<file path="src/shared/ssp_pkg.sv">
package ssp_pkg;

  // Register byte offsets on the bus.
  localparam logic [7:0] OFF_CTRL0 = 8'h00;
  localparam logic [7:0] OFF_CTRL2 = 8'h04;
  localparam logic [7:0] OFF_DATA = 8'h08;
  localparam logic [7:0] OFF_ISTAT = 8'h0C;
  localparam logic [7:0] OFF_ICLR = 8'h10;
  localparam logic [7:0] OFF_IEN = 8'h14;

  // Field positions in the first control register.
  localparam int MODE_LSB = 5;
  localparam int UNUSED_BIT = 4;
  localparam int ON_BIT = 1;
  localparam int INC_BIT = 0;

  // Field positions in the third control register.
  localparam int POL_BIT = 5;
  localparam int EDGE_BIT = 4;
  localparam int ORDER_BIT = 3;
  localparam int SELECT_PIN_ENABLE_BIT = 2;
  localparam int WRITE_COLLISION_FLAG_BIT = 1;
  localparam int TRF_BIT = 0;

  // Interrupt status, clear and enable bit positions.
  localparam int INT_DONE = 0;
  localparam int INT_COLL = 1;
  localparam int INT_INC = 2;

  // Reset values.
  localparam logic [7:0] CTRL0_RST = 8'hE0;
  localparam logic [7:0] CTRL2_RST = 8'h00;
  localparam logic [7:0] DATA_RST = 8'h00;
  localparam logic [2:0] IEN_RST = 3'h0;

  // Half periods of the master clock in system clocks, and edges per byte.
  localparam logic [5:0] DIV4_HALF = 6'(4 / 2);
  localparam logic [5:0] DIV16_HALF = 6'(16 / 2);
  localparam logic [5:0] DIV64_HALF = 6'(64 / 2);
  localparam logic [4:0] EDGE_TOTAL = 5'(2 * 8);

  typedef enum logic [2:0] {
    SSP_DIV4 = 3'h0,
    SSP_DIV16 = 3'h1,
    SSP_DIV64 = 3'h2,
    SSP_TBASE = 3'h3,
    SSP_TMATCH = 3'h4,
    SSP_SLAVE = 3'h5,
    SSP_TWOWIRE = 3'h6,
    SSP_OFF = 3'h7
  } ssp_mode_t;

  typedef enum logic [1:0] {
    SSP_IDLE = 2'h0,
    SSP_RUN = 2'h1
  } ssp_phase_t;

  typedef struct packed {
    logic sdo;
    logic sdo_oe;
    logic sck;
    logic sck_oe;
    logic ss_n;
    logic ss_oe;
  } ssp_pins_t;

  typedef struct packed {
    logic [7:0] ctrl0;
    logic [7:0] ctrl2;
    logic [7:0] shreg;
    logic samp;
    logic pend;
    ssp_phase_t phase;
    logic [4:0] edges;
    logic [5:0] div;
    logic sck_lvl;
    logic sck_prev;
    logic ss_prev;
    logic [2:0] ist;
    logic [2:0] ien;
    ssp_pins_t pins;
    logic irq;
    logic [7:0] prdata;
    logic pready;
    logic pslverr;
  } ssp_state_t;

endpackage

</file>
<file path="src/verilog/ssp_sync.sv">
`timescale 1ns/1ps
// Two flip-flop synchroniser for pin levels; only the second stage is read.
module ssp_sync #(
  parameter int WIDTH = 3,
  parameter logic [WIDTH-1:0] RST_VAL = '1
) (
  input wire logic clk_in, // System clock.
  input wire logic rst_in, // Synchronous reset, active high.
  input wire logic [WIDTH-1:0] async_in, // Levels from outside the domain.
  output logic [WIDTH-1:0] sync_out // Synchronised levels.
);

  typedef struct packed {
    logic [WIDTH-1:0] meta;
    logic [WIDTH-1:0] stable;
  } ssp_sync_state_t;

  ssp_sync_state_t s;
  ssp_sync_state_t next_s;

  initial begin
    if (WIDTH < 1) begin
      $error("ssp_sync needs at least one bit.");
    end
  end

  // The first stage feeds the second stage and nothing else.
  always_comb begin
    next_s.meta = async_in;
    next_s.stable = s.meta;
  end

  always_ff @(posedge clk_in) begin
    if (rst_in) begin
      s <= '{meta: RST_VAL, stable: RST_VAL};
    end else begin
      s <= next_s;
    end
  end

  assign sync_out = s.stable;

endmodule // ssp_sync

</file>
<file path="src/verilog/ssp_port.sv">
`timescale 1ns/1ps
module ssp_port #(
  parameter int ADDR_W = 8
) (
  input wire logic MCLK_IN, // System clock, 25 MHz.
  input wire logic RST_IN, // Synchronous reset, active high.
  input wire logic PSEL_IN, // APB select.
  input wire logic PENABLE_IN, // APB enable.
  input wire logic PWRITE_IN, // APB direction, high for write.
  input wire logic [ADDR_W-1:0] PADDR_IN, // APB byte address.
  input wire logic [31:0] PWDATA_IN, // APB write data.
  output logic [31:0] PRDATA_OUT, // APB read data.
  output logic PREADY_OUT, // APB ready.
  output logic PSLVERR_OUT, // APB error on unmapped address.
  input wire logic PIN_FUNC_SEL_IN, // Shared pins assigned to this port.
  input wire logic TIMEBASE_TICK_IN, // Timebase pulse, one half period each.
  input wire logic TIMER_MATCH_IN, // Timer match pulse.
  input wire logic SDI_IN, // Serial data in pin.
  input wire logic SCK_IN, // Serial clock pin level.
  input wire logic SLAVE_SELECT_N_IN, // Select pin level, active low.
  output logic SDO_OUT, // Serial data out.
  output logic SDO_OE_OUT, // Serial data out enable.
  output logic SCK_OUT, // Serial clock out.
  output logic SCK_OE_OUT, // Serial clock out enable.
  output logic SLAVE_SELECT_N_OUT, // Select out, active low.
  output logic SLAVE_SELECT_N_OE_OUT, // Select out enable.
  output logic IRQ_OUT // Interrupt, high while an enabled event is set.
);

  ssp_pkg::ssp_state_t s;
  ssp_pkg::ssp_state_t next_s;
  logic [2:0] pin_sync;
  logic sdi_s;
  logic sck_s;
  logic ss_s;

  initial begin
    if (ADDR_W < 5 || ADDR_W > 32) begin
      $error("ssp_port address width must be 5 to 32.");
    end
  end

  ////////////////////////////////////////////////////////////////////////
  // Pin inputs pass two flip-flops before any logic reads them.
  ssp_sync #(.WIDTH(3), .RST_VAL(3'h7)) u_sync (
    .clk_in(MCLK_IN),
    .rst_in(RST_IN),
    .async_in({SDI_IN, SCK_IN, SLAVE_SELECT_N_IN}),
    .sync_out(pin_sync)
  );
  assign sdi_s = pin_sync[2];
  assign sck_s = pin_sync[1];
  assign ss_s = pin_sync[0];

  ////////////////////////////////////////////////////////////////////////
  // Shift one received bit in; the bit leaving is the one on data out.
  function automatic logic [7:0] shift_in(input logic [7:0] sh, input logic b,
                                          input logic msb);
    shift_in = msb ? {sh[6:0], b} : {b, sh[7:1]};
  endfunction

  // One clock edge: capture on the chosen edge, shift on the next edge.
  function automatic logic [9:0] edge_step(input logic [7:0] sh, input logic samp,
                                           input logic pend, input logic sdi,
                                           input logic cap, input logic msb);
    edge_step = {sh, samp, pend};
    if (cap) begin
      edge_step = {sh, sdi, 1'h1};
    end else if (pend) begin
      edge_step = {shift_in(sh, samp, msb), samp, 1'h0};
    end
  endfunction

  // Master half-period tick for each clock source.
  function automatic logic half_tick(input logic [2:0] mode, input logic [5:0] div,
                                     input logic tb, input logic tm);
    half_tick = 1'h0;
    case (mode)
      ssp_pkg::SSP_DIV4: half_tick = (div == ssp_pkg::DIV4_HALF - 6'h1);
      ssp_pkg::SSP_DIV16: half_tick = (div == ssp_pkg::DIV16_HALF - 6'h1);
      ssp_pkg::SSP_DIV64: half_tick = (div == ssp_pkg::DIV64_HALF - 6'h1);
      ssp_pkg::SSP_TBASE: half_tick = tb;
      ssp_pkg::SSP_TMATCH: half_tick = tm; // Two matches make one period.
      default: half_tick = 1'h0;
    endcase
  endfunction

  ////////////////////////////////////////////////////////////////////////
  logic [2:0] mode;
  logic on;
  logic master;
  logic slave;
  logic spi_on;
  logic idle;
  logic msb;
  logic lead_cap;
  logic sel;
  logic busy;
  logic hstep;
  logic acc;
  logic wr;
  logic [7:0] wd;
  logic ev_done;
  logic ev_coll;
  logic ev_inc;
  logic [9:0] es;

  // Next state: bus slave, engine, flags, pins and interrupt.
  always_comb begin
    next_s = s;
    es = '0;
    ev_done = 1'h0;
    ev_coll = 1'h0;
    ev_inc = 1'h0;
    mode = s.ctrl0[ssp_pkg::MODE_LSB +: 3];
    on = s.ctrl0[ssp_pkg::ON_BIT];
    master = (mode <= ssp_pkg::SSP_TMATCH);
    slave = (mode == ssp_pkg::SSP_SLAVE);
    spi_on = on & (master | slave);
    idle = ~s.ctrl2[ssp_pkg::POL_BIT];
    msb = s.ctrl2[ssp_pkg::ORDER_BIT];
    lead_cap = s.ctrl2[ssp_pkg::EDGE_BIT];
    sel = ~s.ctrl2[ssp_pkg::SELECT_PIN_ENABLE_BIT] | ~ss_s;
    busy = (s.phase == ssp_pkg::SSP_RUN) | (slave & (s.edges != 5'h0));
    hstep = half_tick(mode, s.div, TIMEBASE_TICK_IN, TIMER_MATCH_IN);
    wd = PWDATA_IN[7:0];
    acc = PSEL_IN & PENABLE_IN & s.pready;
    wr = acc & PWRITE_IN;

    // One wait state, so read data and ready both come from flip-flops.
    next_s.pready = PSEL_IN & PENABLE_IN & ~s.pready;
    next_s.pslverr = 1'h0;
    next_s.prdata = 8'h00;
    if (PSEL_IN & PENABLE_IN & ~s.pready) begin
      if (PADDR_IN == ADDR_W'(ssp_pkg::OFF_CTRL0)) begin
        next_s.prdata = s.ctrl0;
      end else if (PADDR_IN == ADDR_W'(ssp_pkg::OFF_CTRL2)) begin
        next_s.prdata = s.ctrl2;
      end else if (PADDR_IN == ADDR_W'(ssp_pkg::OFF_DATA)) begin
        next_s.prdata = s.shreg;
      end else if (PADDR_IN == ADDR_W'(ssp_pkg::OFF_ISTAT)) begin
        next_s.prdata = {5'h00, s.ist};
      end else if (PADDR_IN == ADDR_W'(ssp_pkg::OFF_IEN)) begin
        next_s.prdata = {5'h00, s.ien};
      end else if (PADDR_IN != ADDR_W'(ssp_pkg::OFF_ICLR)) begin
        next_s.pslverr = 1'h1; // No second control register here
      end
    end

    // Software writes come first so that hardware events below win.
    if (wr) begin
      if (PADDR_IN == ADDR_W'(ssp_pkg::OFF_CTRL0)) begin
        next_s.ctrl0 = wd;
        next_s.ctrl0[ssp_pkg::UNUSED_BIT] = 1'h0;
      end else if (PADDR_IN == ADDR_W'(ssp_pkg::OFF_CTRL2)) begin
        next_s.ctrl2 = wd;
      end else if (PADDR_IN == ADDR_W'(ssp_pkg::OFF_DATA)) begin
        if (busy) begin
          ev_coll = 1'h1; // Data is dropped
        end else begin
          next_s.shreg = wd;
          next_s.pend = 1'h0;
          if (spi_on & master) begin
            next_s.phase = ssp_pkg::SSP_RUN;
            next_s.edges = 5'h0;
            next_s.div = 6'h0;
          end
        end
      end else if (PADDR_IN == ADDR_W'(ssp_pkg::OFF_ICLR)) begin
        next_s.ist = s.ist & ~wd[2:0];
      end else if (PADDR_IN == ADDR_W'(ssp_pkg::OFF_IEN)) begin
        next_s.ien = wd[2:0];
      end
    end

    // Master engine; the slave engine runs from the synchronised pins.
    next_s.sck_prev = sck_s;
    next_s.ss_prev = ss_s;
    if (~spi_on) begin
      next_s.phase = ssp_pkg::SSP_IDLE; // Configuration bits stay
      next_s.edges = 5'h0;
      next_s.sck_lvl = idle;
    end else if (master) begin
      if (s.phase == ssp_pkg::SSP_IDLE) begin
        next_s.sck_lvl = idle;
      end else begin
        next_s.div = hstep ? 6'h0 : s.div + 6'h1;
        if (hstep && s.edges == ssp_pkg::EDGE_TOTAL) begin
          if (s.pend) begin
            next_s.shreg = shift_in(s.shreg, s.samp, msb);
            next_s.pend = 1'h0;
          end
          next_s.phase = ssp_pkg::SSP_IDLE;
          next_s.edges = 5'h0;
          ev_done = 1'h1;
        end else if (hstep) begin
          next_s.sck_lvl = ~s.sck_lvl;
          es = edge_step(s.shreg, s.samp, s.pend, sdi_s,
                         (s.edges[0] == 1'h0) == lead_cap, msb);
          {next_s.shreg, next_s.samp, next_s.pend} = es;
          next_s.edges = s.edges + 5'h1;
        end
      end
    end else begin
      // The slave only follows edges from the external master
      // A master byte cut short by a role change ends here without a flag.
      next_s.sck_lvl = idle;
      if (s.phase == ssp_pkg::SSP_RUN) begin
        next_s.phase = ssp_pkg::SSP_IDLE;
        next_s.edges = 5'h0;
      end else if (~sel) begin
        if (s.edges != 5'h0) begin
          ev_inc = 1'h1; // Select lifted mid byte.
          ev_done = 1'h1;
        end
        next_s.edges = 5'h0;
        next_s.pend = 1'h0;
      end else if (sck_s != s.sck_prev) begin
        es = edge_step(s.shreg, s.samp, s.pend, sdi_s,
                       (sck_s != idle) == lead_cap, msb);
        {next_s.shreg, next_s.samp, next_s.pend} = es;
        next_s.edges = s.edges + 5'h1;
        if (s.edges == ssp_pkg::EDGE_TOTAL - 5'h1) begin
          if (es[0]) begin
            next_s.shreg = shift_in(es[9:2], es[1], msb);
            next_s.pend = 1'h0;
          end
          next_s.edges = 5'h0;
          ev_done = 1'h1;
        end
      end
    end

    // Hardware sets win over a clear written in the same cycle.
    if (ev_done) begin
      next_s.ctrl2[ssp_pkg::TRF_BIT] = 1'h1;
      next_s.ist[ssp_pkg::INT_DONE] = 1'h1;
    end
    if (ev_coll) begin
      next_s.ctrl2[ssp_pkg::WRITE_COLLISION_FLAG_BIT] = 1'h1;
      next_s.ist[ssp_pkg::INT_COLL] = 1'h1;
    end
    if (ev_inc) begin
      next_s.ctrl0[ssp_pkg::INC_BIT] = 1'h1;
      next_s.ist[ssp_pkg::INT_INC] = 1'h1;
    end

    // Pin drive depends on pin select, role, select enable and enable.
    next_s.pins.sdo = msb ? next_s.shreg[7] : next_s.shreg[0];
    next_s.pins.sdo_oe = PIN_FUNC_SEL_IN & spi_on & (master | sel);
    next_s.pins.sck = next_s.sck_lvl;
    next_s.pins.sck_oe = PIN_FUNC_SEL_IN & spi_on & master;
    next_s.pins.ss_n = (next_s.phase == ssp_pkg::SSP_IDLE);
    next_s.pins.ss_oe = PIN_FUNC_SEL_IN & spi_on & master
                        & s.ctrl2[ssp_pkg::SELECT_PIN_ENABLE_BIT];
    next_s.irq = |(next_s.ist & next_s.ien);
  end

  always_ff @(posedge MCLK_IN) begin
    if (RST_IN) begin
      s <= '0;
      s.ctrl0 <= ssp_pkg::CTRL0_RST;
      s.ctrl2 <= ssp_pkg::CTRL2_RST;
      s.shreg <= ssp_pkg::DATA_RST;
      s.ien <= ssp_pkg::IEN_RST;
      s.sck_lvl <= 1'h1;
      s.pins.sck <= 1'h1;
      s.sck_prev <= 1'h1;
      s.ss_prev <= 1'h1;
      s.pins.ss_n <= 1'h1;
    end else begin
      s <= next_s;
    end
  end

  // Every output is a flip-flop of the state, except the top 24 read data bits, which are tied to zero.
  assign PRDATA_OUT = {24'h000000, s.prdata};
  assign PREADY_OUT = s.pready;
  assign PSLVERR_OUT = s.pslverr;
  assign SDO_OUT = s.pins.sdo;
  assign SDO_OE_OUT = s.pins.sdo_oe;
  assign SCK_OUT = s.pins.sck;
  assign SCK_OE_OUT = s.pins.sck_oe;
  assign SLAVE_SELECT_N_OUT = s.pins.ss_n;
  assign SLAVE_SELECT_N_OE_OUT = s.pins.ss_oe;
  assign IRQ_OUT = s.irq;
endmodule // ssp_port

</file>
<file path="config.mk">
export PLATFORM = sky130hd
export DESIGN_NAME = ssp_port
export DESIGN_NICKNAME = d
export VERILOG_FILES = /design/src/shared/ssp_pkg.sv /design/src/verilog/ssp_sync.sv /design/src/verilog/ssp_port.sv
export SDC_FILE = /design/constraint.sdc
export NUM_CORES = 1
export LEC_CHECK = 0
export BUFFER_PORTS_ARGS = -buffer_cell sky130_fd_sc_hd__buf_2
export CAP_MARGIN = 20
export CORE_MARGIN = 1.5
export CORE_UTILIZATION = 55
export CTS_CLUSTER_DIAMETER = 60
export DETAILED_ROUTE_END_ITERATION = 8
export PLACE_DENSITY = 0.91
export SYNTH_ARGS = -nofsm -noshare
export SYNTH_HDL_FRONTEND = slang
export SYNTH_SLANG_ARGS = --single-unit
</file>
<file path="constraint.sdc">
create_clock -name MCLK_IN -period 2.79 [get_ports MCLK_IN]
set_input_delay 0 -clock MCLK_IN [delete_from_list [all_inputs] [get_ports MCLK_IN]]
set_output_delay 0 -clock MCLK_IN [all_outputs]
set_load 0.05 [all_outputs]
</file>
==> impl_results.md <==
- Status: complete, no violations
- Cell Int Power: 1.54 mW
- NetSw: 573 uW
- DIE WIDTH: 92.3 um
- CP max FO: 6
- Cell Chain, Critical Path: or4_1 -> a211oi_2 -> o32ai_2 -> buf_4 -> nor3_1 -> a311o_1 -> a21oi_1 -> a22o_1
- Area leader, netlist: dfxtp_1
- Die Y: 92.3 um
- Avg Inst Size Synth: 8.12 um^2
- Placeable Area: 0.00773 mm^2
- Post-DP HPWL: 9.40 mm
- Slew margin rel.: 41.7%
- Fin. Hold Viols: 0
- Max VDD drop: 0.241 mV
- Cells after Synth: 540
- Root buf cell: clkbuf_8
- Crit path required time: 3050 ps
- Total power: 2.11 mW
- Hold depth: 3
- Clock Tree Buf Depth: 2
- Share of cells above drive strength 1: 19.9%
- IO Pins: 92
- Yosys reg bits: 68
- CP delay by family, top: compound AO/OA/AOI/OAI gates
- Share of the core filled with cells: 65.6%
- Routed Wire Length: 13.2 mm
- Max-Cap Viols: 0
- RSZ-0062 raised after global routing: no
- WS Path Type: flip-flop to flip-flop
- Startpoint Class: flip-flop
- Power per cell area: 416 mW/mm^2
- Router iterations before antenna repair: 7
- Fin Setup TNS: 0 ps
- Gr ovfl total: 0
- Top-count cell post-synth: dfxtp_1
- EDFF count, synth: 0
- Setup Buffers After CTS: 0
- Synth area leaders: dfxtp_1, mux2i_1, buf_4
- IO buf count: 43
- Main flop type after synthesis: dfxtp_1
- Seq pwr share: 46.4%
- Clock power share: 44.2%
- Vias in the first global route: 4179
- First-pass GRT wire length: 20.8 mm
- Gpl congestion: 0.986
- Antenna violations before repair: 0
- Effective utilization at floorplan: 56.7%
- First DRT Iteration DRCs: 579
- Final Slew Violations: 0
- Worst r2r path cells: 8
- Die area: 0.00851 mm^2
- CP peak stage delay: 560 ps
- Gr usage total: 31.5%
- Largest net degree at the start of global routing: 36
- Sequential fraction of the synthesis area: 31.1%
- Worst path bufs/invs: 1
- Switching Share: 27.1%
- Vias per cell: 6.47
- WP depth: 8
- Yosys cell types: 72
- CTS Buf Count: 9
- Final ANT Viol Nets: 0
- Peak Freq: 377 MHz
- CTS tree: done
- Wire per inst: 18.6 um
- Synth Warn #: 0
- Slew @ Worst Pin: 875 ps
- WP data arrival: 2910 ps
- CP Capture Type: flip-flop
- Vias after detailed routing: 4597
- # nets final: 660
- Share of the clock period used by the worst path: 95.2%
- Final setup violation count: 0
- Clock latency on the worst-skew pair: 370 ps
- Reg clk slew, reported paths: 80 ps
- Area Overhead vs Synth: 15.7%
- Logic gate share of total power: 9.4%
- Final setup skew: 15.4 ps
- Residual DRC: 0
- Asr flop ratio synth: 0%
- Num rows: 32
- Minimum clock period: 2660 ps
- CTS H-tree lvls: 3
- Hold Path Class: input pin to flip-flop
- Slowest cell on crit path: or4_1
- Lkg Pwr: 2.08 nW
- Clk sinks: 68
- Synth top area share: 31.1%
- Ant diodes: 0
- Synth top cells by count: dfxtp_1, nand2_1, nor2_1
- Synth Cell Area: 0.00438 mm^2
==> worst register-to-register path: stages (launching register included) <==
cell	delay (ps)
dfxtp_1	360
or4_1	560
a211oi_2	310
o32ai_2	240
buf_4	220
nor3_1	350
a311o_1	240
a21oi_1	40
a22o_1	230
==> power groups by stage <==
stage	Sequential (mW)	Combinational, mW	Clock, mW
floorplan	1.01	0.150	0
global placement	1.00	0.174	0
detailed placement	1.00	0.178	0
CTS	0.979	0.193	0.930
global route	0.980	0.207	0.983
finish	0.979	0.198	0.932
==> cell usage in the layout, fill, tap and decap left out, types with 9 or more instances in the layout <==
master         instances
dfxtp_1               68
nand2_1               48
nor2_1                48
buf_2                 43
buf_4                 35
a21oi_1               34
mux2i_1               32
conb_1                24
nand3_1               22
o21ai_0               21
nor3_1                16
inv_1                 14
dlygate4sd3_1         14
a22oi_1               13
mux2_2                10
or2_2                  9
clkbuf_8               9
==> layer usage <==
layer	vias up	share of wire (%)	GRT usage (%)
met5	-	0	0
met4	0	5.2	17.3
met3	75	11	6.55
met2	357	46	49.9
met1	2104	38	39.7
li1	2061	-	-
==> area by class of cell <==
class	count	area [um^2]
clock buffer	9	124
inverter	15	56.3
clock inverter	7	98.8
sequential	68	1360
tap	102	128
fill	623	2660
multi-input combinational	418	2690
timing repair buffer	92	618
==> timing repair <==
item,in CTS,in global routing
setup endpoints to repair,0,2
hold buffers,14,0
resized for setup,0,2
hold endpoints to repair,14,0
==> final timing paths <==
path	from	end	slack, ps
hold reg to reg	u_sync.next_s[0]	u_sync.sync_out[0]	420
hold / removal	PWDATA_IN[0]	s[57]	30
setup reg to reg	s[27]	s[45]	130
setup / recovery	s[27]	s[45]	130
==> registers in the layout (all words and copies together), names as in the netlist, 3 cells and up <==
signal           flops
s                   39
u_sync.next_s        3
u_sync.sync_out      3
mode                 3
PRDATA_OUT           8
==> cells by family (layout without fill, tap and decap cells) <==
logic type | after synthesis | count (layout) | synth area share [%]
xor gates and xnor gates | 8 | 8 | 1.91
DFF | 68 | 68 | 31.1
adders and majority gates | 5 | 5 | 1.43
AOI/OAI and AO/OA | 145 | 145 | 23.4
and+or+nand+nor | 193 | 193 | 22.2
buffers and inverters | 77 | 123 | 9.68
other | 1 | 24 | 0.0856
muxes | 43 | 43 | 10.2
==> stage by stage <==
| step | setup slack [ps] | hold WS, ps | std cells | instance area (um^2) |
|---|---|---|---|---|
| 5_1_grt | 22.1 | 50.3 | 711 | 5070 |
| 3_5_place_dp | 159 | 186 | 681 | 4710 |
| 2_1_floorplan | 186 | 104 | 563 | 4470 |
| 6_report | 134 | 34.6 | 711 | 5070 |
| 4_1_cts | 147 | 28.2 | 711 | 5070 |
| 3_3_place_gp | 123 | 181 | 681 | 4710 |
No activity file was read; power rests on OpenSTA's default activity.
